===== src/hw/vid_checker_regs.svh =====
`ifndef VID_CHECKER_REGS_SVH
`define VID_CHECKER_REGS_SVH

// ----------------------------------------------------------------
// register byte addresses
// ----------------------------------------------------------------
`define CTRL_ADDR      8'h00
`define OFFSETS_ADDR   8'h04
`define FIXLIM1_ADDR   8'h08
`define FIXLIM2_ADDR   8'h0C
`define STATUS_A_ADDR  8'h10
`define STATUS_B_ADDR  8'h14
`define AVERAGE_ADDR   8'h18

// ----------------------------------------------------------------
// field positions
// ----------------------------------------------------------------
`define CTRL_MODE_LSB  0
`define CTRL_EN_BIT    2
`define ST_VID_LSB     0
`define ST_FIX_LSB     2
`define ST_GP_LSB      4

// ----------------------------------------------------------------
// reset values
// ----------------------------------------------------------------
`define CTRL_RST       3'h4
`define OFFSETS_RST    16'h1010
`define FIXLIM_RST     16'hFF00

// ----------------------------------------------------------------
// timing
// ----------------------------------------------------------------
`define CLK_HZ         20000000
`define PASS_TIME_MS   100
`define PASS_CYCLES    (`PASS_TIME_MS * (`CLK_HZ / 1000))
`define AVG_TIME_US    1500
`define AVG_CYCLES     (`AVG_TIME_US * (`CLK_HZ / 1000000))
`define AVG_SAMPLES    64
`define AVG_SHIFT      6
`define SKEW_TIME_NS   400
`define SKEW_CYCLES    ((`SKEW_TIME_NS * (`CLK_HZ / 1000000) + 999) / 1000)

// ----------------------------------------------------------------
// voltage scale and code table
// ----------------------------------------------------------------
`define ADC_LSB_UV     6250
`define UPPER_CAP_UV   1587500
`define UPPER_CAP_CODE (`UPPER_CAP_UV / `ADC_LSB_UV)
`define DESC_BASE      8'hFE
`define ASC_BASE       8'h40
`define ASC_ALT_BASE   8'h80
`define LEG_OFF_CODE   7'h3F
`define EXT_OFF_CODE   7'h7F
`define NEW_OFF_CODE   7'h00

`endif


===== src/hw/vid_checker_pkg.sv =====
package vid_checker_pkg;

  typedef enum logic [1:0] {
    legacy_regulator_mode,
    extended_regulator_mode,
    newer_regulator_mode,
    newer_alt_regulator_mode
  } vid_mode_t;

  typedef struct packed {
    logic [7:0] lower_off;
    logic [7:0] upper_off;
  } vid_offsets_t;

  typedef struct packed {
    logic [7:0] high;
    logic [7:0] low;
  } fixed_limits_t;

  typedef struct packed {
    logic      enable;
    vid_mode_t mode;
  } ctrl_t;

endpackage : vid_checker_pkg


===== src/hw/vid_avg.sv =====
`timescale 1ns/1ps
`include "vid_checker_regs.svh"

module vid_avg (
  // clock and reset
  input  wire logic                        aclk,
  input  wire logic                        aresetn,
  // synchronised code and mode
  input  wire logic [6:0]                  vid_code,
  input  vid_checker_pkg::vid_mode_t       mode,
  // window control
  input  wire logic                        start,
  input  wire logic                        tick,
  // result
  output logic [7:0]                       avg_r,
  output logic                             off_seen_r,
  output logic                             done_r
);

  localparam logic [3:0] SKEW = 4'(`SKEW_CYCLES);
  localparam logic [6:0] LAST = 7'(`AVG_SAMPLES - 1);

  logic [6:0]  cand_r;
  logic [6:0]  code_r;
  logic [3:0]  stab_r;
  logic [13:0] sum_r;
  logic [6:0]  cnt_r;
  logic        busy_r;

  // ----------------------------------------------------------------
  // skew filter: a code counts only once it has stood still
  // ----------------------------------------------------------------
  wire settled = (stab_r == SKEW);

  always_ff @(posedge aclk) begin
    if (!aresetn) begin
      cand_r <= 7'h00;
      code_r <= 7'h00;
      stab_r <= 4'h0;
    end else begin
      if (vid_code != cand_r) begin
        cand_r <= vid_code;
        stab_r <= 4'h0;
      end else if (!settled) begin
        stab_r <= stab_r + 4'h1;
      end
      if (settled) begin
        code_r <= cand_r;
      end
    end
  end

  // ----------------------------------------------------------------
  // code to reference voltage, in converter steps
  // ----------------------------------------------------------------
  wire       is_leg  = (mode == vid_checker_pkg::legacy_regulator_mode);
  wire       is_ext  = (mode == vid_checker_pkg::extended_regulator_mode);
  wire       is_new  = (mode == vid_checker_pkg::newer_regulator_mode);
  wire [6:0] code6   = {1'b0, code_r[5:0]};
  wire [7:0] ref_leg = 8'(`DESC_BASE - {code6, 1'b0});
  wire [7:0] ref_ext = 8'(`DESC_BASE - {1'b0, code_r});
  wire [7:0] ref_new = 8'(`ASC_BASE + {1'b0, code_r});
  wire [7:0] ref_alt = 8'(`ASC_ALT_BASE + {1'b0, code_r});
  wire [7:0] ref_v   = is_leg ? ref_leg :
                       is_ext ? ref_ext :
                       is_new ? ref_new : ref_alt;
  wire       is_off  = is_leg ? (code6 == `LEG_OFF_CODE) :
                       is_ext ? (code_r == `EXT_OFF_CODE) :
                                (code_r == `NEW_OFF_CODE);

  // ----------------------------------------------------------------
  // averaging over the window
  // ----------------------------------------------------------------
  wire [13:0] sum_nxt = sum_r + {6'h00, ref_v};
  wire        take    = busy_r && tick;

  always_ff @(posedge aclk) begin
    if (!aresetn) begin
      sum_r      <= 14'h0000;
      cnt_r      <= 7'h00;
      busy_r     <= 1'b0;
      avg_r      <= 8'h00;
      off_seen_r <= 1'b0;
      done_r     <= 1'b0;
    end else begin
      done_r <= 1'b0;
      if (start) begin
        sum_r      <= 14'h0000;
        cnt_r      <= 7'h00;
        busy_r     <= 1'b1;
        off_seen_r <= 1'b0;
      end else if (take) begin
        sum_r      <= sum_nxt;
        cnt_r      <= cnt_r + 7'h01;
        off_seen_r <= off_seen_r | is_off;
        if (cnt_r == LAST) begin
          busy_r <= 1'b0;
          done_r <= 1'b1;
          avg_r  <= sum_nxt[13:`AVG_SHIFT];
        end
      end
    end
  end

  // ----------------------------------------------------------------
  // checks
  // ----------------------------------------------------------------
  a_code_settles: assert property (@(posedge aclk) disable iff (!aresetn)
    (code_r != $past(code_r)) |-> $past(stab_r) == SKEW)
    else $error("code accepted before settling");
  a_done_count: assert property (@(posedge aclk) disable iff (!aresetn)
    done_r |-> $past(cnt_r) == LAST && $past(take))
    else $error("window closed at wrong sample count");

endmodule : vid_avg


===== config.mk =====
export PLATFORM = sky130hd
export DESIGN_NAME = vid_avg
export DESIGN_NICKNAME = d
export VERILOG_FILES = /design/src/hw/vid_checker_pkg.sv /design/src/hw/vid_avg.sv
export VERILOG_INCLUDE_DIRS = /design/src /design/src/hw
export SDC_FILE = /design/constraint.sdc
export NUM_CORES = 1
export LEC_CHECK = 0
export BUFFER_PORTS_ARGS = -buffer_cell sky130_fd_sc_hd__buf_2
export CORE_UTILIZATION = 45
export DETAILED_ROUTE_END_ITERATION = 8
export PLACE_DENSITY = 0.65
export SKIP_LAST_GASP = 1
export SLEW_MARGIN = 10
export SYNTH_ARGS = -nofsm -noshare
export SYNTH_HDL_FRONTEND = slang
export SYNTH_SLANG_ARGS = --single-unit
export TNS_END_PERCENT = 20

===== constraint.sdc =====
create_clock -name aclk -period 2.8 [get_ports aclk]
set_input_delay 0 -clock aclk [delete_from_list [all_inputs] [get_ports aclk]]
set_output_delay 0 -clock aclk [all_outputs]
set_load 0.05 [all_outputs]

==> flow_summary.yaml <==
die:
  dieArea_um2: 6300
  die-height_um: 79.4
  pin_count: 23
  initial_core_util_pct: 47.8
  core_area_um2: 5640
  chipWidth_um: 79.4
  fp-row-count: 27
clock_tree:
  root_buffer: "clkbuf_8"
  cts_sinks: 50
  clk_pin_slew_worst_paths_ps: 90
  cts.path.max_buffers: 2
  tritoncts: "done"
  clock_latency_ps: 300
  cts_buffers: 5
  h-tree-depth: 2
status:
  outcome: "complete, but fails checks"
  violations: "negative setup slack"
cells_and_area:
  area_growth_syn_to_layout_pct: 19.5
  mostFrequentLayoutCells: "48 x dfxtp_1, 30 x nor2_1, 26 x a21oi_1"
  fin_util_pct: 57.1
  nets: 383
  final_common_cell: "dfxtp_1"
  antenna_cells: 0
  fill_cells: 506
  layout-drive-gt1-share_pct: 18.9
yosys:
  synthFlopType: "dfxtp_1"
  synth_nets: 340
  ys_seq_area_share_pct: 37.1
  synth_cells: 311
  yosys_warnings: 0
  synth_cell_type_count: 47
  synth_seq_cells: 50
  syn_area_per_cell_um2: 8.67
  syn_area_um2: 2700
  synth-edff-count: 0
  synthArstFlopShare_pct: 0
timing:
  fmax_ghz: 0.344
  fin_hold_ws_ps: 87.3
  tightest_slew_ps: 638
  period_share_pct: 104
  fin_crit_ps: 2910
  worst_slew_margin_rel_pct: 57.3
  hold_violations: 0
  skew_ps: 7.78
  finalSetupViolations: 7
  layout_setup_ws_ps: -107
  maxSlewViolCount: 0
  grt_setup_unrepaired: "true"
critical_path:
  cp-start-kind: "flip-flop"
  path_max_fanout: 5
  worstPathArrival_ps: 3110
  cp-end-kind: "flip-flop"
  slowest_stage: "a221o_1"
  crit_top_cell: "xnor2_1"
  slowest_delay_ps: 400
  setup.worst_path.class: "flip-flop to flip-flop"
  required_ps: 3010
  path_buf_inv: 1
  cp_cell_sequence: "ha_4 -> nand2_2 -> or3_1 -> xnor2_1 -> a211oi_1 -> a21oi_1 -> ha_1 -> a21o_1 -> a221o_1 -> buf_4 -> o21ai_1 -> xnor2_1 -> a22o_1"
  cpLargestDelayFamily: "compound AO/OA/AOI/OAI gates"
global_routing:
  grt_max_degree: 23
  grt_usage_pct: 18.5
  grt_pass1_vias: 2072
  antenna_found_initial: 0
  gr-total-overflow: 0
  grt_pass1_wl_mm: 9.17
power:
  power_mw: 1.37
  swShare_pct: 23.7
  power_density_nw_per_um2: 426
  leakage_nw: 1.34
  irDropWorstVdd_uv: 206
  pwr-share-comb_pct: 9.8
  pwr-share-seq_pct: 52.9
  internal_power_mw: 1.05
  pwr-share-clk_pct: 37.4
  p_sw_uw: 326
placement:
  gp_congestion: 0.780
  io_buffers: 22
  dp_hpwl_mm: 4.00
route:
  viasPerCell: 5.25
  vias: 2241
  first_pass_iters: 4
  wl_mm: 5.42
  wire_per_inst_um: 12.7
  ant_nets: 0
  remaining_drc_errors: 0
  first_iter_violations: 89
min_path:
  hold_class: "primary input to flip-flop"
flow_run:
  maxCapViolations: 0
==> logic make-up (layout without fill, tap and decap cells) <==
| logic type | Yosys count | count (layout) | share of synthesized area [%] |
|---|---|---|---|
| buf+inv | 27 | 71 | 4.32 |
| mux | 9 | 9 | 3.39 |
| compound gates | 78 | 78 | 19.0 |
| flops | 50 | 50 | 37.1 |
| xor+xnor | 23 | 23 | 7.47 |
| fa+ha+maj | 16 | 16 | 7.71 |
| simple gates | 108 | 108 | 21.0 |
==> synth_stat cells (all sizes together) (2+ instances only) <==
library cell | count | area, um2
nor2b | 9 | 56.3
xor2 | 14 | 123
a31oi | 3 | 18.8
mux2i | 8 | 80.1
nor3 | 4 | 20.0
a211oi | 7 | 57.6
nand2 | 21 | 78.8
dfxtp | 50 | 1000
clkbuf | 13 | 48.8
ha | 15 | 188
nand4 | 6 | 37.5
o22a | 2 | 17.5
o21a | 2 | 15.0
a22o | 6 | 52.6
buf | 4 | 30.0
and3 | 3 | 18.8
a21o | 8 | 61.3
xnor2 | 9 | 78.8
or3 | 9 | 61.3
nand3 | 10 | 55.1
o21ai | 14 | 70.1
o2111ai | 2 | 17.5
o22ai | 2 | 12.5
nor4 | 2 | 27.5
inv | 10 | 37.5
nand3b | 3 | 22.5
and2 | 8 | 50.1
a21oi | 26 | 130
nor2 | 30 | 113
==> per-layer routing <==
metal / track usage [%] / vias up / wire [um]
met2: 30.1 / 36 / 2320
met3: 4.11 / 5 / 143
met1: 24.7 / 1014 / 2900
met5: 0 / - / 0
met4: 4.91 / 0 / 48
li1: - / 1186 / -
==> stage by stage <==
| stage | TNS [ps] | cell area [um2] | std cells | setup slack (ps) |
|---|---|---|---|---|
| final | -295 | 3220 | 427 | -107 |
| after global routing | -2600 | 3220 | 427 | -304 |
| after CTS | -442 | 3200 | 425 | -100 |
| after detailed placement | -572 | 3000 | 408 | -120 |
| after global placement | -152 | 3000 | 408 | -53.4 |
| after floorplan | 0 | 2740 | 311 | 15.0 |
==> worst reg2reg max path, cell delays in order (launching register included) <==
cell      delay [ps]
dfxtp_4          370
ha_4             130
nand2_2           50
or3_1            320
xnor2_1          130
a211oi_1         200
a21oi_1           70
ha_1             360
a21o_1           210
a221o_1          400
buf_4            170
o21ai_1          140
xnor2_1           80
a22o_1           190
==> final timing paths <==
path,startpoint,to,slack (ps),cells past startpoint
worst max-delay path,code_r[0],avg_r[3],-110,13
worst min-delay path,aresetn,code_r[0],90,2
worst max register to register,code_r[0],avg_r[3],-110,13
worst min register to register,avg_r[1],avg_r[1],450,1
==> what timing repair did <==
item | CTS | global route
resized for setup | 2 | 0
endpoints found under the hold margin | 8 | 0
pin swaps | 4 | 1
setup endpoints to repair | 11 | 16
setup buffers | 1 | 2
hold buffers | 8 | 0
==> layout make-up <==
type	count	area (um2)	share of cell area (%)
multi-input cells	234	1610	50.0
clock buffers	6	72.6	2.25
repair buffers	53	363	11.3
inverters	10	37.5	1.17
well taps	72	90.1	2.80
clock inverters	2	37.5	1.17
flip-flops and latches	50	1010	31.3
==> sequential cells by signal (all words and copies together), names as in the netlist <==
name        flops
sum_r          14
cand_r          7
avg_r           8
off_seen_r      1
cnt_r           7
busy_r          1
code_r          7
done_r          1
stab_r          4
==> power groups by stage <==
stage               logic [mW]  clock network [mW]  registers [mW]
floorplan               0.0883                   0           0.741
global placement         0.123                   0           0.742
detailed placement       0.124                   0           0.742
CTS                      0.133               0.523           0.726
global route             0.151               0.551           0.727
finish                   0.134               0.513           0.725
Note: power is estimated with default switching activity, not from simulation.
